**src/include/adcctl_pkg.sv**
```systemverilog
// package of register offsets, fields, reset values and sequencer states for the converter control block
package adcctl_pkg;
  localparam logic [7:0] ADDR_CONVERTER_CONTROL = 8'h2e;
  localparam logic [7:0] ADDR_CHANNEL_DISABLE_FIRST = 8'h2f;
  localparam logic [7:0] ADDR_CHANNEL_DISABLE_SECOND = 8'h30;
  localparam logic [7:0] ADDR_INPUT_CURRENT_RESULT = 8'h31;
  localparam logic [7:0] ADDR_BATTERY_CURRENT_RESULT = 8'h33;
  localparam logic [7:0] ADDR_BUS_VOLTAGE_RESULT = 8'h35;
  localparam logic [7:0] ADDR_SOURCE_ONE_VOLTAGE_RESULT = 8'h37;

  localparam logic [7:0] RST_CONVERTER_CONTROL = 8'h30;
  localparam logic [7:0] RST_CHANNEL_DISABLE = 8'h00;
  localparam logic [15:0] RST_RESULT = 16'h0000;

  localparam int BIT_CONV_ON = 7;
  localparam int BIT_RATE_SELECT = 6;
  localparam int BIT_SPEED_HI = 5;
  localparam int BIT_SPEED_LO = 4;
  localparam int BIT_AVERAGING_SELECT = 3;
  localparam int BIT_AVERAGE_SEED_SELECT = 2;

  localparam logic [7:0] MASK_CONVERTER_CONTROL = 8'hfc;
  localparam logic [7:0] MASK_CHANNEL_DISABLE_FIRST = 8'hfe;
  localparam logic [7:0] MASK_CHANNEL_DISABLE_SECOND = 8'hf0;

  // result channel index
  localparam int CH_INPUT_CURRENT = 0;
  localparam int CH_BATTERY_CURRENT = 1;
  localparam int CH_BUS_VOLTAGE = 2;
  localparam int CH_SOURCE_ONE = 3;
  localparam int NUM_RESULTS = 4;

  // averaging weight shift: new = old + (sample - old) / 2**AVG_SHIFT
  localparam int AVG_SHIFT = 2;

  typedef enum logic [3:0] {
    ADCCTL_IDLE = 4'b0001,
    ADCCTL_START = 4'b0010,
    ADCCTL_WAIT = 4'b0100,
    ADCCTL_NEXT = 4'b1000
  } adcctl_state_e;
endpackage

```
**src/design/adcctl_top.sv**
```systemverilog
// converter control registers, channel sequencer and result words
`timescale 1ns/1ps
`default_nettype none
module adcctl_top #(
  parameter int WIDTH = 16
) (
  input wire logic CLK_SYS,
  input wire logic RESET,
  input wire logic REG_RESET_CMD,
  input wire logic WATCHDOG_EXPIRED,
  input wire logic [7:0] REG_ADDR,
  input wire logic REG_WRITE,
  input wire logic [7:0] REG_WDATA,
  input wire logic REG_READ,
  output logic [7:0] REG_RDATA,
  input wire logic DONE_MASK,
  input wire logic DISCHARGE_SENSE_ENABLE,
  output logic CONV_ENABLE,
  output logic [1:0] CONV_SPEED,
  output logic [3:0] CONV_BITS,
  output logic CONV_START,
  output logic [3:0] CONV_CHANNEL,
  input wire logic CONV_DONE,
  input wire logic [WIDTH-1:0] CONV_DATA,
  output logic PASS_DONE,
  output logic HOST_ALERT
);
  import adcctl_pkg::*;

  // channel numbers on the converter mux: 0..6 first byte bits 7..1, 7..10 second byte bits 7..4
  localparam logic [3:0] LAST_CHANNEL = 4'ha;

  logic [7:0] ctrl_reg, ctrl_next;
  logic [7:0] dis0_reg, dis0_next;
  logic [7:0] dis1_reg, dis1_next;
  logic [WIDTH-1:0] res_reg [NUM_RESULTS];
  logic [WIDTH-1:0] res_next [NUM_RESULTS];
  logic [NUM_RESULTS-1:0] seeded_reg, seeded_next;
  adcctl_state_e state_reg, state_next;
  logic [3:0] chan_reg, chan_next;
  logic start_reg, start_next;
  logic alert_reg, alert_next;
  logic passdone_reg, passdone_next;
  logic [7:0] rdata_reg, rdata_next;
  logic done_s1, done_s2;
  logic [WIDTH-1:0] data_s1, data_s2;
  logic [WIDTH-1:0] filt;
  logic [WIDTH-1:0] sample_fix;
  logic res_slot_valid;
  logic [1:0] res_slot;

  function automatic logic chan_off(input logic [3:0] ch, input logic [7:0] d0,
                                    input logic [7:0] d1);
    if (ch <= 4'h6) begin
      chan_off = d0[3'(7 - ch)];
    end else begin
      chan_off = d1[3'(14 - ch)];
    end
  endfunction

  // maps a converter channel to its result slot, if held here
  function automatic logic [2:0] slot_of(input logic [3:0] ch);
    if (ch == 4'h0) begin
      slot_of = {1'b1, 2'(CH_INPUT_CURRENT)};
    end else if (ch == 4'h1) begin
      slot_of = {1'b1, 2'(CH_BATTERY_CURRENT)};
    end else if (ch == 4'h2) begin
      slot_of = {1'b1, 2'(CH_BUS_VOLTAGE)};
    end else if (ch == 4'ha) begin
      slot_of = {1'b1, 2'(CH_SOURCE_ONE)};
    end else begin
      slot_of = 3'b000;
    end
  endfunction

  function automatic logic [3:0] next_enabled(input logic [3:0] from, input logic [7:0] d0,
                                              input logic [7:0] d1);
    logic [3:0] c;
    c = 4'hf;
    for (int i = 10; i >= 0; i--) begin
      if (4'(i) >= from && !chan_off(4'(i), d0, d1)) begin
        c = 4'(i);
      end
    end
    next_enabled = c;
  endfunction

  // converter outputs cross from the analog side; synchronise before use
  always_ff @(posedge CLK_SYS or posedge RESET) begin
    if (RESET) begin
      done_s1 <= 1'b0;
      done_s2 <= 1'b0;
      data_s1 <= '0;
      data_s2 <= '0;
    end else begin
      done_s1 <= CONV_DONE;
      done_s2 <= done_s1;
      data_s1 <= CONV_DATA;
      data_s2 <= data_s1;
    end
  end

  assign {res_slot_valid, res_slot} = slot_of(chan_reg);

  // battery current clamps discharge to zero while sensing is off
  always_comb begin
    sample_fix = data_s2;
    if (res_slot == 2'(CH_BATTERY_CURRENT) && !DISCHARGE_SENSE_ENABLE && data_s2[WIDTH-1]) begin
      sample_fix = '0;
    end
  end

  adcctl_average #(
    .WIDTH(WIDTH),
    .SHIFT(AVG_SHIFT)
  ) u_avg (
    .old_value(res_reg[res_slot]),
    .sample(sample_fix),
    .averaging(ctrl_reg[BIT_AVERAGING_SELECT]),
    .seed_fresh(ctrl_reg[BIT_AVERAGE_SEED_SELECT]),
    .first_pass(!seeded_reg[res_slot]),
    .result(filt)
  );

  // register file and sequencer next state
  always_comb begin
    ctrl_next = ctrl_reg;
    dis0_next = dis0_reg;
    dis1_next = dis1_reg;
    res_next = res_reg;
    seeded_next = seeded_reg;
    state_next = state_reg;
    chan_next = chan_reg;
    start_next = 1'b0;
    alert_next = 1'b0;
    passdone_next = 1'b0;
    rdata_next = rdata_reg;

    if (REG_WRITE) begin
      if (REG_ADDR == ADDR_CONVERTER_CONTROL) begin
        ctrl_next = REG_WDATA & MASK_CONVERTER_CONTROL;
        seeded_next = '0;
      end else if (REG_ADDR == ADDR_CHANNEL_DISABLE_FIRST) begin
        dis0_next = REG_WDATA & MASK_CHANNEL_DISABLE_FIRST;
      end else if (REG_ADDR == ADDR_CHANNEL_DISABLE_SECOND) begin
        dis1_next = REG_WDATA & MASK_CHANNEL_DISABLE_SECOND;
      end
    end

    if (REG_READ) begin
      if (REG_ADDR == ADDR_CONVERTER_CONTROL) begin
        rdata_next = ctrl_reg;
      end else if (REG_ADDR == ADDR_CHANNEL_DISABLE_FIRST) begin
        rdata_next = dis0_reg;
      end else if (REG_ADDR == ADDR_CHANNEL_DISABLE_SECOND) begin
        rdata_next = dis1_reg;
      end else if (REG_ADDR == ADDR_INPUT_CURRENT_RESULT) begin
        rdata_next = res_reg[CH_INPUT_CURRENT][15:8];
      end else if (REG_ADDR == ADDR_INPUT_CURRENT_RESULT + 8'h01) begin
        rdata_next = res_reg[CH_INPUT_CURRENT][7:0];
      end else if (REG_ADDR == ADDR_BATTERY_CURRENT_RESULT) begin
        rdata_next = res_reg[CH_BATTERY_CURRENT][15:8];
      end else if (REG_ADDR == ADDR_BATTERY_CURRENT_RESULT + 8'h01) begin
        rdata_next = res_reg[CH_BATTERY_CURRENT][7:0];
      end else if (REG_ADDR == ADDR_BUS_VOLTAGE_RESULT) begin
        rdata_next = res_reg[CH_BUS_VOLTAGE][15:8];
      end else if (REG_ADDR == ADDR_BUS_VOLTAGE_RESULT + 8'h01) begin
        rdata_next = res_reg[CH_BUS_VOLTAGE][7:0];
      end else if (REG_ADDR == ADDR_SOURCE_ONE_VOLTAGE_RESULT) begin
        rdata_next = res_reg[CH_SOURCE_ONE][15:8];
      end else if (REG_ADDR == ADDR_SOURCE_ONE_VOLTAGE_RESULT + 8'h01) begin
        rdata_next = res_reg[CH_SOURCE_ONE][7:0];
      end else begin
        rdata_next = 8'h00;
      end
    end

    case (state_reg)
      ADCCTL_IDLE: begin
        if (ctrl_reg[BIT_CONV_ON]) begin
          chan_next = next_enabled(4'h0, dis0_reg, dis1_reg);
          if (next_enabled(4'h0, dis0_reg, dis1_reg) != 4'hf) begin
            state_next = ADCCTL_START;
          end
        end
      end
      ADCCTL_START: begin
        start_next = ctrl_reg[BIT_CONV_ON];
        state_next = ctrl_reg[BIT_CONV_ON] ? ADCCTL_WAIT : ADCCTL_IDLE;
      end
      ADCCTL_WAIT: begin
        if (!ctrl_reg[BIT_CONV_ON]) begin
          state_next = ADCCTL_IDLE;
        end else if (done_s2) begin
          if (res_slot_valid) begin
            res_next[res_slot] = filt;
            seeded_next[res_slot] = 1'b1;
          end
          state_next = ADCCTL_NEXT;
        end
      end
      ADCCTL_NEXT: begin
        if (!done_s2) begin
          if (chan_reg < LAST_CHANNEL &&
              next_enabled(chan_reg + 4'h1, dis0_reg, dis1_reg) != 4'hf) begin
            chan_next = next_enabled(chan_reg + 4'h1, dis0_reg, dis1_reg);
            state_next = ADCCTL_START;
          end else begin
            passdone_next = 1'b1;
            state_next = ADCCTL_IDLE;
            if (ctrl_reg[BIT_RATE_SELECT]) begin
              ctrl_next[BIT_CONV_ON] = 1'b0;
              alert_next = !DONE_MASK;
            end
          end
        end
      end
      default: begin
        state_next = ADCCTL_IDLE;
      end
    endcase

    if (WATCHDOG_EXPIRED) begin
      ctrl_next[BIT_CONV_ON] = 1'b0;
    end
    if (REG_RESET_CMD) begin
      ctrl_next = RST_CONVERTER_CONTROL;
      dis0_next = RST_CHANNEL_DISABLE;
      dis1_next = RST_CHANNEL_DISABLE;
      seeded_next = '0;
    end
  end

  always_ff @(posedge CLK_SYS or posedge RESET) begin
    if (RESET) begin
      ctrl_reg <= RST_CONVERTER_CONTROL;
      dis0_reg <= RST_CHANNEL_DISABLE;
      dis1_reg <= RST_CHANNEL_DISABLE;
      for (int i = 0; i < NUM_RESULTS; i++) begin
        res_reg[i] <= RST_RESULT;
      end
      seeded_reg <= '0;
      state_reg <= ADCCTL_IDLE;
      chan_reg <= 4'h0;
      start_reg <= 1'b0;
      alert_reg <= 1'b0;
      passdone_reg <= 1'b0;
      rdata_reg <= 8'h00;
    end else begin
      ctrl_reg <= ctrl_next;
      dis0_reg <= dis0_next;
      dis1_reg <= dis1_next;
      res_reg <= res_next;
      seeded_reg <= seeded_next;
      state_reg <= state_next;
      chan_reg <= chan_next;
      start_reg <= start_next;
      alert_reg <= alert_next;
      passdone_reg <= passdone_next;
      rdata_reg <= rdata_next;
    end
  end

  assign REG_RDATA = rdata_reg;
  assign CONV_ENABLE = ctrl_reg[BIT_CONV_ON];
  assign CONV_SPEED = ctrl_reg[BIT_SPEED_HI:BIT_SPEED_LO];
  assign CONV_BITS = 4'hf - {2'b00, ctrl_reg[BIT_SPEED_HI:BIT_SPEED_LO]};
  assign CONV_START = start_reg;
  assign CONV_CHANNEL = chan_reg;
  assign PASS_DONE = passdone_reg;
  assign HOST_ALERT = alert_reg;
endmodule
`default_nettype wire

```
**src/design/adcctl_average.sv**
```systemverilog
// running average / single value filter for one converter result word
`timescale 1ns/1ps
`default_nettype none
module adcctl_average #(
  parameter int WIDTH = 16,
  parameter int SHIFT = 2
) (
  input wire logic [WIDTH-1:0] old_value,
  input wire logic [WIDTH-1:0] sample,
  input wire logic averaging,
  input wire logic seed_fresh,
  input wire logic first_pass,
  output logic [WIDTH-1:0] result
);
  logic signed [WIDTH:0] diff;
  logic signed [WIDTH:0] step;
  always_comb begin
    diff = $signed({sample[WIDTH-1], sample}) - $signed({old_value[WIDTH-1], old_value});
    step = diff >>> SHIFT;
    if (!averaging) begin
      result = sample;
    end else if (first_pass && seed_fresh) begin
      result = sample;
    end else begin
      result = WIDTH'($signed({old_value[WIDTH-1], old_value}) + step);
    end
  end
endmodule
`default_nettype wire

```
**config.mk**
```make
export PLATFORM = sky130hd
export DESIGN_NAME = adcctl_top
export DESIGN_NICKNAME = d
export VERILOG_FILES = /design/src/include/adcctl_pkg.sv /design/src/design/adcctl_top.sv /design/src/design/adcctl_average.sv
export SDC_FILE = /design/constraint.sdc
export NUM_CORES = 1
export LEC_CHECK = 0
export ABC_AREA = 1
export BUFFER_PORTS_ARGS = -buffer_cell sky130_fd_sc_hd__buf_2
export CELL_PAD_IN_SITES_DETAIL_PLACEMENT = 1
export CELL_PAD_IN_SITES_GLOBAL_PLACEMENT = 1
export CORE_MARGIN = 3
export CORE_UTILIZATION = 49
export DETAILED_ROUTE_END_ITERATION = 6
export PLACE_DENSITY = 0.89
export SLEW_MARGIN = 10
export SYNTH_ARGS = -nofsm -noshare
export SYNTH_HDL_FRONTEND = slang
export SYNTH_SLANG_ARGS = --single-unit
```
**constraint.sdc**
```tcl
create_clock -name CLK_SYS -period 7.75 [get_ports CLK_SYS]
set_clock_uncertainty 0.1 [all_clocks]
set_input_delay 0.775 -clock CLK_SYS [delete_from_list [all_inputs] [get_ports CLK_SYS]]
set_output_delay 0.775 -clock CLK_SYS [all_outputs]
set_load 0.1 [all_outputs]
```
# After elaboration in Yosys (flattened, before gate mapping)
# Cells that the tools add are included.
# totals
register_bits	145
latch_bits	0
ram_bits	0
mem_bits_ro	0
input_bits	41
mem_count	0
# op_classes
addsub	4
n_mul	0
div_mod_pow	0
order_cmp	16
n_eq_ne	28
shift	0
mux	185
bitwise	2
n_reduce_logical	65
# op_table
op	count
4-bit 2-to-1 mux	48
8-bit 2-to-1 mux	23
16-bit 2-to-1 mux	6
1-bit 2-to-1 mux	92
8-bit by 6-bit == test with 1-bit output, second input constant	11
64-bit bitwise mux	1
16-bit binary-select mux with 2-bit select	1
16-bit demux with 2-bit select	1
1-bit logical AND	28
1-bit zero test	25
3-bit 2-to-1 mux	8
16-bit by 16-bit subtractor with 17-bit output	1
16-bit by 15-bit adder with 16-bit output	1
3-bit by 4-bit greater-or-equal comparator with 1-bit output, first input constant	4
4-bit one-hot mux with 4 select lines	1
4-bit AND reduction	4
4-bit greater-or-equal comparator, first input constant	3
2-bit != test, second input constant	6
2-bit nonzero test	5
4-bit by 1-bit == test with 1-bit output, second input constant	2
4-bit by 2-bit == test with 1-bit output, second input constant	2
4-bit == test, second input constant	2
1-bit by 4-bit greater-or-equal comparator with 1-bit output, first input constant	2
2-bit by 4-bit greater-or-equal comparator with 1-bit output, first input constant	2
other kinds (20)	21

# Logic depth before layout (Yosys ltp)
# Gate-level depths: netlist (run 1).
# logic_depth
depth_word	38
depth_mapped	36

# Modules after synthesis
# From an unflattened synthesis (run 1), not the netlist that was laid out.
# hier_totals
hier_cells	1127
hier_area_um2	8708.4
# by_module_without_submodules
mod	instances	cells_per_inst	area_per_inst_um2	seq_area_each_um2
adcctl_top	1	834	6900.4	3457.1
adcctl_average	1	293	1808.0	0.0

# Worst setup path after synthesis (run 1)
# No wires, ideal clock.
# synth_path
path_type	reg2reg
from	register chan_reg[0] (netlist: CONV_CHANNEL[0])
to	register res_reg[62] (netlist name)
setup_time_ps	133
arrival_time_ps	5200
required_ps	7517
path_slack_ps	2317
path_stages_with_launch	33
n_path_buf	1
period_less_slack_ps	5433
cell_sequence	dfrtp_1 -> inv_1 -> ha_1 -> inv_1 -> nand4_4 -> buf_6 -> nor3_1 -> nor2_1 -> ha_1 -> inv_1 -> o21bai_1 -> inv_2 -> nand2_4 -> nand2_1 -> nand2_1 -> nand2_1 -> o21bai_4 -> a21boi_2 -> xnor2_1 -> ha_1 -> a21oi_1 -> o21ai_0 -> a21oi_1 -> nor2_1 -> o21ai_0 -> nand2_1 -> nand3_1 -> nand2_1 -> nand3_1 -> nand2_1 -> xor2_1 -> o21ai_0 -> o21ai_0
# synth_between
elab_chain_len	14
word_cells_on_any_way	31
cone_classes	add/sub: 2; order compare: 2; eq/ne: 4; mux: 15; bitwise: 1; reduce/logical: 7
# synth_lines
element	line_no	rtl
start: declaration	adcctl_top.sv:40	logic [3:0] chan_reg, chan_next;
start signal: assignment	adcctl_top.sv:256	chan_reg <= chan_next;
4-bit == test	adcctl_top.sv:69	end else if (ch == 4'ha) begin
3-bit 2-to-1 mux	adcctl_top.sv:69	
3-bit 2-to-1 mux	adcctl_top.sv:67	end else if (ch == 4'h2) begin
3-bit 2-to-1 mux	adcctl_top.sv:65	end else if (ch == 4'h1) begin
3-bit 2-to-1 mux *	adcctl_top.sv:63	if (ch == 4'h0) begin
2-bit NOT with 3-bit output (implied by the code) / 2-bit by 1-bit == test with 1-bit output (equally long branches)	adcctl_top.sv:117, adcctl_top.sv:196, adcctl_top.sv:108	
16-bit binary-select mux with 2-bit select / 1-bit logical AND (equally long branches)	adcctl_top.sv:117, adcctl_top.sv:108	
16-bit 2-to-1 mux (implied by the code) / 1-bit logical AND (equally long branches)	adcctl_top.sv:117, adcctl_top.sv:108	
16-bit 2-to-1 mux, on equally long branches	adcctl_top.sv:117, adcctl_top.sv:108	
16-bit by 16-bit subtractor with 17-bit output	adcctl_average.sv:18	diff = $signed({sample[WIDTH-1], sample}) - $signed({old_value[WIDTH-1], old_value});
16-bit by 15-bit adder with 16-bit output	adcctl_average.sv:25	result = WIDTH'($signed({old_value[WIDTH-1], old_value}) + step);
16-bit 2-to-1 mux	adcctl_average.sv:22	end else if (first_pass && seed_fresh) begin
16-bit 2-to-1 mux	adcctl_average.sv:20	if (!averaging) begin
64-bit bitwise mux	adcctl_top.sv:196	res_next[res_slot] = filt;
end signal: assignment	adcctl_top.sv:253	res_reg <= res_next;
end: declaration	adcctl_top.sv:36	logic [WIDTH-1:0] res_reg [NUM_RESULTS];
# Every way passes the cells marked *; elsewhere a longest branch is shown, timed or not. The select of a mux whose other input is x is not followed.
# A chain may end at the register's enable or synchronous reset.

# Final worst setup path (run 1)
# Same ends and word-level chain as after synthesis.

==> metrics.csv, run 1 <==
metric,value,unit
outcome,finished clean,
clkSlewWorstSetupHoldPaths,0.06,ns
drt-wirelength-per-cell,19.71,um
synthesis.instances,1069,
yosys_warnings,0,
post-synth-top-count-cell,sky130_fd_sc_hd__nand2_1,
clock_power_share,36.4,%
slew_viol_final,0,
max_reg_flops,64,
fp.coreArea,16120,sq um
fin_tns_setup,0,ns
post_synth.cell_area_avg,7.661,sq um
cts-resized-gates,0,
placement_rows,46,
clock_latency,0.44,ns
final-instance-count-excl-fill,1358,
critPathRequiredTime,7.92,ns
cts.hold.buffers_added,0,
synth-seq-cells,138,
drt_pass1_iterations,5,
power.density_cell_area,251.3,nW/um^2
critical_path_class,reg2reg,
rsz0062_at_grt,false,
netlist_top_cells_count,"259 x sky130_fd_sc_hd__nand2_1, 145 x sky130_fd_sc_hd__inv_1, 135 x sky130_fd_sc_hd__dfrtp_1",
timing.critical_path.slowest_stage_cell,sky130_fd_sc_hd__dfrtp_1,
cts_buffers,17,
part_of_the_total_power_dissipated_in_combinational_logic,30.4,%
yosysUniqueCellTypes,54,
io_pins,63,
grt_antenna_before_repair,2,
path_buf_inv,3,
global_route_wire_length_before_repair,42610,um
cp_common_cell,sky130_fd_sc_hd__nand2_1,
gr-usage-all-layers,30.11,%
routed_via_density,5.731,
tightestPinTransition,1.023,ns
setup_viol_count_final,0,
power.static_leakage,0.004801,uW
die_height,135.3,um
grt_start_max_net_pins,83,
synth_area_leaders,"sky130_fd_sc_hd__dfrtp_1 41%, sky130_fd_sc_hd__nand2_1 12%, sky130_fd_sc_hd__o21ai_0 7.5%",
cpPeakStageDelay,0.45,ns
tritoncts,built,
drc_errors,0,
cts_num_sinks,138,
synth_edf_count,0,
post_detail_place_hpwl,19610,um
grt_overflow,0,
start_util,50.82,%
cts_setup_buffers,0,
postSynth.topFlopCell,sky130_fd_sc_hd__dfrtp_1,
synth_largest_area_cell,sky130_fd_sc_hd__dfrtp_1,
crit_family,compound AO/OA/AOI/OAI gates,
synth.yosys.seq_area_share,42.22,%
cts_max_path_buffers,2,
worst_hold_path_type,reg2reg,
final-hold-violation-count,0,
clock.fmax,160.2,MHz
first_global_vias,8014,
netlist.area_leader.share,41.25,%
num_antenna_cells,0,
peak_vdd_ir,0.1809,mV
swShare,37.70,%
drt_wl_total,26760,um
fin_crit_sh,80.53,%
cp_max_fo,16,
antenna_violating_nets_post_route,0,
die_width,135.3,um
fp.dieArea,18300,sq um
layout-drive-gt1-share,12.78,%
final_nets,1203,
p_switching,879.3,uW
drt-initial-drc-count,572,
area_growth_syn_to_layout,13.37,%
power.share.sequential,33.2,%
max-slew-margin-rel,31.14,%
cp-end-kind,flip-flop,
drv_cap,0,
htreeDepth,4,
cellInternalPower,1453,uW
clock-root-buffer,sky130_fd_sc_hd__clkbuf_16,
clock_period_minus_worst_slack,6.241,ns
postSynth.asyncResetShare,100.0,%
place.port_buffers,59,
dpl.cell_count,1326,
timing.hold.ws,0.2488,ns
worst_setup_path_start_kind,flip-flop,
gp_routability_congestion,0.9211,
vias,7783,
synth.cell_area,8189,sq um
arrival,6.41,ns
==> power groups by stage <==
stage	logic, uW	registers [uW]	clock network [uW]
3_3_place_gp	647	784	0
2_1_floorplan	478	826	0
4_1_cts	704	773	858
3_5_place_dp	675	786	0
6_report	710	774	848
5_1_grt	786	777	892
==> layout make-up <==
cell class	instances	area, sq um
timing repair buffer	62	317.8
clock buffer	17	425.4
sequential	138	3457
clock inverter	15	180.2
tap	216	270.3
inverter	155	586.8
fill	2028	6832
multi-input combinational	755	4046
==> path summary, 6_finish.rpt <==
kind,cells past startpoint,endpoint,from,slack [ns]
setup / recovery,31,res_reg[62],CONV_CHANNEL[0],1.51
hold / removal,0,data_s2[8],data_s1[8],0.25
setup reg to reg,31,res_reg[62],CONV_CHANNEL[0],1.51
hold reg to reg,0,data_s2[8],data_s1[8],0.25
max in group asynchronous,3,res_reg[50],RESET,5.99
min in group asynchronous,2,REG_RDATA[1],RESET,0.35
==> logic make-up (layout without fill, tap and decap cells) <==
family,count (synthesis),count (layout),share of synthesized area (%)
flip-flops,138,138,42.22
AND/OR/NAND/NOR,446,446,23.87
adder cells (fa/ha/maj),33,33,5.134
AO/OA/AOI/OAI,256,256,18.40
buffers and inverters,177,249,8.419
other,1,2,0.04579
XOR/XNOR,18,18,1.925
==> routing by layer <==
layer  up-vias  track usage, %  wire, um
met3        52           7.058      1667
met2       250           48.64     12690
met5         -               0        25
met1      3825           39.86     11660
met4         4           10.64       724
li1       3652               -         -
==> stage by stage <==
| stage | instance area (sq um) | worst slack (ns) | total power (uW) | util (%) |
|---|---|---|---|---|
| 5_1_grt | 9284 | 1.005 | 2455 | 57.61 |
| 2_1_floorplan | 8193 | 2.317 | 1304 | - |
| 4_1_cts | 9284 | 1.578 | 2336 | 57.61 |
| 3_3_place_gp | 8678 | 1.864 | 1431 | 53.85 |
| 3_5_place_dp | 8678 | 1.737 | 1461 | 53.85 |
| 6_report | 9284 | 1.509 | 2333 | 57.61 |
==> layout by cell type (no fill, tap or decap), drive strengths merged, types with 6 or more instances in the layout <==
master / n
nand2: 278
nand3: 50
o21ai: 127
o21a: 9
nor2: 87
buf: 62
a21oi: 57
clkbuf: 17
a221oi: 8
xor2: 13
o211ai: 6
dfrtp: 135
ha: 32
nand4: 12
nor3: 13
inv: 162
a31oi: 6
o22ai: 14
Note: power is estimated with default switching activity, not from simulation.
==> inputs of run 2 (changes only) <==
- CORE_UTILIZATION: 49 -> 41
- PLACE_DENSITY: 0.89 -> 0.8
- clock period: 7.75 -> 5.2 ns (I/O delays scaled with it)
==> run 2 against run 1 <==
  * Sequential power increased by 49%
  * Core utilization decreased by 7.9 points
  * Global-route usage decreased by 5.8 points
  * Critical path depth unchanged
  * Sequential share of layout area decreased by 1.6 points
  * Total power increased by 49%
  * Clock-buffer cell count increased by 5
  * Non-clock buffer count increased by 39
  * Fmax increased by 27%
  * Clock power increased by 34%
  * Via count increased by 0.17%
  * Register-to-register slack got worse by 1.2 ns
  * Largest cell class unchanged
  * Largest power group is now combinational logic
==> metrics.csv, run 2 (same netlist as run 1, synthesis figures left out) <==
metric,value,unit,change
outcome,finished clean,,
die_height,147.3,um,+8.9%
critPathRequiredTime,5.40,ns,-2.52 ns
clock.fmax,204.2,MHz,+27%
cpPeakStageDelay,0.45,ns,about the same
io_pins,63,,unchanged
place.port_buffers,59,,unchanged
gp_routability_congestion,0.9613,,+4.4%
regToRegStartpoint,CONV_CHANNEL[0],,
htreeDepth,4,,unchanged
timing.critical_path.slowest_stage_cell,sky130_fd_sc_hd__dfrtp_2,,
placement_rows,51,,+11%
part_of_the_total_power_dissipated_in_combinational_logic,33.9,%,+3.5 points
grt_overflow,0,,unchanged
critical_path_class,reg2reg,,
final-hold-violation-count,0,,unchanged
power.share.sequential,33.1,%,about the same
power.static_leakage,0.004973,uW,+3.6%
clock_period_minus_worst_slack,4.898,ns,-1.343 ns
drt-initial-drc-count,458,,-20%
cp_max_fo,6,,-10
timing.hold.ws,0.08798,ns,-0.1608 ns
antenna_violating_nets_post_route,0,,unchanged
max-slew-margin-rel,32.71,%,+1.6 points
routed_via_density,5.395,,-5.9%
cp_common_cell,sky130_fd_sc_hd__nand2_1,,
fp.coreArea,19530,sq um,+21%
final_cell_mix,"253 x sky130_fd_sc_hd__nand2_1, 141 x sky130_fd_sc_hd__inv_1, 132 x sky130_fd_sc_hd__dfrtp_1",,
drt_wl_total,26400,um,-1.4%
cts_max_path_buffers,2,,unchanged
fp.dieArea,21700,sq um,+19%
first_global_vias,8055,,+0.51%
gr-usage-all-layers,24.26,%,-5.8 points
worst_hold_startpoint,CONV_DATA[12],,
grt_antenna_before_repair,0,,-2
worst_setup_path_start_kind,flip-flop,,
fin_crit_sh,94.20,%,+14 points
total_power,3474,uW,+49%
peak_vdd_ir,0.2497,mV,+38%
die_width,147.3,um,+8.9%
area_growth_syn_to_layout,18.58,%,
drc_errors,0,,unchanged
cts_num_sinks,138,,unchanged
cts.hold.buffers_added,0,,unchanged
placement.cell_area,8907,sq um,+2.6%
post_detail_place_hpwl,19500,um,-0.57%
cts_buffers,17,,unchanged
layout_commonest_cell,sky130_fd_sc_hd__nand2_1,,
setup_viol_count_final,0,,unchanged
tritoncts,built,,
final_nets,1242,,+3.2%
swShare,36.49,%,-1.2 points
final-instance-count-excl-fill,1445,,+6.4%
vias,7796,,+0.17%
cp-end-kind,flip-flop,,
global_route_wire_length_before_repair,41490,um,-2.6%
dpl.cell_count,1397,,+5.4%
final_design_area_no_fill,9711,sq um,+4.6%
num_antenna_cells,0,,unchanged
slew_viol_final,0,,unchanged
worst_hold_path_type,in2reg,,
clock_power_share,32.9,%,-3.5 points
drt-wirelength-per-cell,18.27,um,-7.3%
cellInternalPower,2206,uW,+52%
drv_cap,0,,unchanged
drt_pass1_iterations,5,,unchanged
worst_setup_path_startpoint,CONV_CHANNEL[0],,
clock-root-buffer,sky130_fd_sc_hd__clkbuf_16,,
p_switching,1268,uW,+44%
layout-drive-gt1-share,17.20,%,+4.4 points
arrival,5.10,ns,-1.31 ns
power.density_cell_area,357.7,nW/um^2,+42%
final.fill_count,2493,,+23%
tightestPinTransition,1.008,ns,-0.01515 ns
max_reg_flops,64,,unchanged
grt_start_max_net_pins,98,,+18%
start_util,41.94,%,-8.9 points
clkSlewWorstSetupHoldPaths,0.06,ns,about the same
clock_latency,0.44,ns,about the same
fin_tns_setup,0,ns,unchanged
## run 2: cell types whose count changed in the layout (fill, tap and decap cells not counted), moves of 4 or more
cell / before / now
sky130_fd_sc_hd__inv_8: 4 / 0
sky130_fd_sc_hd__clkinv_2: 0 / 6
sky130_fd_sc_hd__nand2_1: 259 / 253
sky130_fd_sc_hd__ha_1: 32 / 27
sky130_fd_sc_hd__nand2_2: 14 / 19
sky130_fd_sc_hd__inv_6: 5 / 1
sky130_fd_sc_hd__ha_4: 0 / 5
sky130_fd_sc_hd__buf_4: 3 / 40
## run 2: path summary, 6_finish.rpt
path | endpoint | slack (ns) | cells after the start
min in group asynchronous | data_s2[1] | 0.17 | 2
worst min register to register | data_s2[2] | 0.25 | 0
worst min-delay path | data_s1[12] | 0.09 | 1
worst max register to register | res_reg[29] | 0.30 | 31
worst max-delay path | res_reg[29] | 0.30 | 31
max in group asynchronous | state_reg[0] | 3.73 | 3
## run 2: through the flow
stage | util [%] | setup WS, ns
floorplan | - | 0.09797
global placement | 45.62 | 0.1517
detailed placement | 45.62 | -0.008340
CTS | 48.39 | 0.02873
global route | 49.73 | -0.1244
finish | 49.73 | 0.3019
## run 2: layer usage
metal  part of all wire, %  track usage (%)
met1                    43            30.83
met2                    50            41.59
met3                   3.8            3.424
met4                   3.3            10.21
met5                     0                0
## run 2: worst max-delay path: cells and delay by family, from the launching register on
| family | cells | cell delay [ns] |
|---|---|---|
| adder cells (fa/ha/maj) | 3 | 0.77 |
| AND/OR/NAND/NOR | 11 | 0.99 |
| flip-flops | 1 | 0.45 |
| buffers and inverters | 5 | 0.55 |
| XOR/XNOR | 2 | 0.34 |
| AO/OA/AOI/OAI | 10 | 1.52 |
## run 2: power groups by stage
stage          logic [uW]  registers (uW)  clock network, uW
3_5_place_dp         1050            1170                  0
4_1_cts              1070            1150               1160
2_1_floorplan         712            1230                  0
6_report             1180            1150               1140
5_1_grt              1310            1160               1220
3_3_place_gp         1020            1160                  0
## run 2: final cells by class
cell class              instances  area (sq um)  share of cell area (%)
clock buffers                  22         464.2                   4.780
multi-input cells             755          4158                   42.82
inverters                     155         594.3                   6.120
flip-flops and latches        138          3461                   35.64
well taps                     265         331.6                   3.415
clock inverters                 9         75.07                  0.7731
repair buffers                101         626.9                   6.455
## run 2: what timing repair did
item / CTS / global route
setup endpoints to repair: 7 / 28
buffers inserted: 0 / 17
pin swaps: 0 / 17
gates resized for setup: 1 / 31
==> inputs of run 3 (changes only) <==
- BUFFER_PORTS_ARGS: -buffer_cell sky130_fd_sc_hd__buf_2 -> default
- CORE_UTILIZATION: 41 -> 40
- DONT_BUFFER_PORTS: default -> 1
- PLACE_DENSITY: 0.8 -> 0.75
==> run 3 against run 2 <==
  * Non-clock buffer count decreased by 59
  * Critical path depth decreased by 3
  * Flip-flop and latch count unchanged
  * Core utilization decreased by 1.6 points
  * Routed wire length decreased by 0.73%
  * Die area increased by 2.4%
  * Clock-buffer cell count unchanged
  * Critical endpoint unchanged
==> metrics.csv, run 3 (same netlist as run 1, synthesis figures left out) <==
metric,value,unit,change
met3_usage,4.254,%,+0.83 points
max_reg_flops,64,,unchanged
drc_errors,0,,unchanged
arrival,5.22,ns,+0.12 ns
critPathRequiredTime,5.44,ns,+0.04 ns
cp_common_cell,sky130_fd_sc_hd__buf_4,,
gr-max-usage-layer,met2,,
die_height,149.1,um,+1.2%
rsz0062_at_grt,true,,
die_width,149.1,um,+1.2%
setup_viol_count_final,0,,unchanged
global_route_wire_length_before_repair,41640,um,+0.37%
layout_commonest_cell,sky130_fd_sc_hd__nand2_1,,
peak_vdd_ir,0.2276,mV,-8.8%
drt-wirelength-per-cell,18.89,um,+3.4%
clock_latency,0.43,ns,about the same
setup_ws,0.2265,ns,-0.07540 ns
max-slew-margin-rel,31.12,%,-1.6 points
final-instance-count-excl-fill,1387,,-4.0%
critical_path_class,reg2reg,,
cts_max_path_buffers,2,,unchanged
final_nets,1183,,-4.8%
grt_overflow,0,,unchanged
final_core_utilization,48.17,%,-1.6 points
num_antenna_cells,0,,unchanged
drt_pass1_iterations,5,,unchanged
outcome,finished clean,,
clkSlewWorstSetupHoldPaths,0.06,ns,about the same
slew_viol_final,0,,unchanged
timing.critical_path.slowest_stage_cell,sky130_fd_sc_hd__dfrtp_2,,
placement_rows,51,,unchanged
clock_period_minus_worst_slack,4.974,ns,+0.07540 ns
crit_family,compound AO/OA/AOI/OAI gates,,
timing.hold.ws,0.01731,ns,-0.07067 ns
met2_usage,40.64,%,-0.95 points
io_pins,63,,unchanged
vias,7515,,-3.6%
post_detail_place_hpwl,19390,um,-0.56%
final_cell_mix,"255 x sky130_fd_sc_hd__nand2_1, 140 x sky130_fd_sc_hd__inv_1, 133 x sky130_fd_sc_hd__dfrtp_1",,
place.port_buffers,0,,-100%
cp_max_fo,7,,+1
dpl.cell_count,1338,,-4.2%
fp.coreArea,19780,sq um,+1.3%
fp.dieArea,22230,sq um,+2.4%
worst_setup_path_start_kind,flip-flop,,
cpPeakStageDelay,0.44,ns,about the same
power.static_leakage,0.004736,uW,-4.8%
cp-end-kind,flip-flop,,
drt-initial-drc-count,383,,-16%
drt_wl_total,26200,um,-0.73%
tightestPinTransition,1.032,ns,+0.02382 ns
worst_hold_path_type,in2reg,,
cts_buffers,17,,unchanged
grt_antenna_before_repair,0,,unchanged
cts_num_sinks,138,,unchanged
preCtsSetupSlack,0.04143,ns,+0.04977 ns
final.fill_count,2451,,-1.7%
gp_routability_congestion,0.9303,,-3.2%
grt_start_max_net_pins,100,,+2.0%
clock.fmax,201.1,MHz,-1.5%
path_buf_inv,6,,+1
gr-usage-all-layers,23.94,%,-0.32 points
met1_usage,30.55,%,-0.28 points
start_util,41.40,%,-0.54 points
fin_crit_sh,95.65,%,+1.4 points
clock-root-buffer,sky130_fd_sc_hd__clkbuf_16,,
drv_cap,0,,unchanged
final-hold-violation-count,0,,unchanged
first_global_vias,7907,,-1.8%
antenna_violating_nets_post_route,0,,unchanged
area_growth_syn_to_layout,16.35,%,
layout-drive-gt1-share,12.66,%,-4.5 points
htreeDepth,4,,unchanged
tritoncts,built,,
routed_via_density,5.418,,+0.43%
power.density_cell_area,374.1,nW/um^2,+4.6%
[run 3: cell count changes in the layout (fill, tap and decap cells not counted), sizes merged]
| cell | previous run | this run |
|---|---|---|
| clkinv | 7 | 6 |
| bufinv | 1 | 3 |
| buf | 101 | 31 |
| dlygate4sd3 | 0 | 11 |
[run 3: cell type report]
type	instances	area, sq um	area share (%)
Timing Repair Buffer	42	342.8	3.598
Clock buffer	22	474.2	4.977
Sequential cell	138	3460	36.31
Inverter	155	589.3	6.185
Tap cell	265	331.6	3.480
Multi-Input combinational cell	755	4189	43.97
Clock inverter	10	141.4	1.484
[run 3: through the flow]
| step | cell area, sq um | power, uW | TNS (ns) |
|---|---|---|---|
| final | 9528 | 3564 | 0 |
| after detailed placement | 8612 | 2192 | 0 |
| after CTS | 9228 | 3480 | 0 |
| after global routing | 9528 | 3765 | -1.144 |
| after global placement | 8612 | 2160 | 0 |
| after floorplan | 8195 | 1944 | 0 |
[run 3: final timing paths]
path	startpoint	cells past startpoint	to	slack (ns)
setup / recovery	CONV_CHANNEL[0]	28	res_reg[29]	0.23
hold / removal	CONV_DATA[7]	0	data_s1[7]	0.02
setup reg to reg	CONV_CHANNEL[0]	28	res_reg[29]	0.23
hold reg to reg	data_s1[5]	0	data_s2[5]	0.25
max in group asynchronous	RESET	2	res_reg[37]	3.83
min in group asynchronous	RESET	1	data_s1[2]	0.05
[run 3: what timing repair did]
action	in CTS	in global routing
endpoints found under the hold margin	0	11
gates resized for setup	1	38
pin swaps	0	15
endpoints found under the setup margin	4	28
setup buffers	0	6
hold buffers	0	11
[run 3: power breakdown]
group          leakage (uW)  switching (uW)  internal (uW)
clock              0.000296             481            793
combinational       0.00295             733            397
sequential          0.00149            46.7           1110
total               0.00474            1260           2300
[run 3: routing by layer]
layer	vias up	part of all wire, %
li1	3597	-
met1	3702	44
met2	169	48
met3	47	4.2
met4	0	3.2
met5	-	0
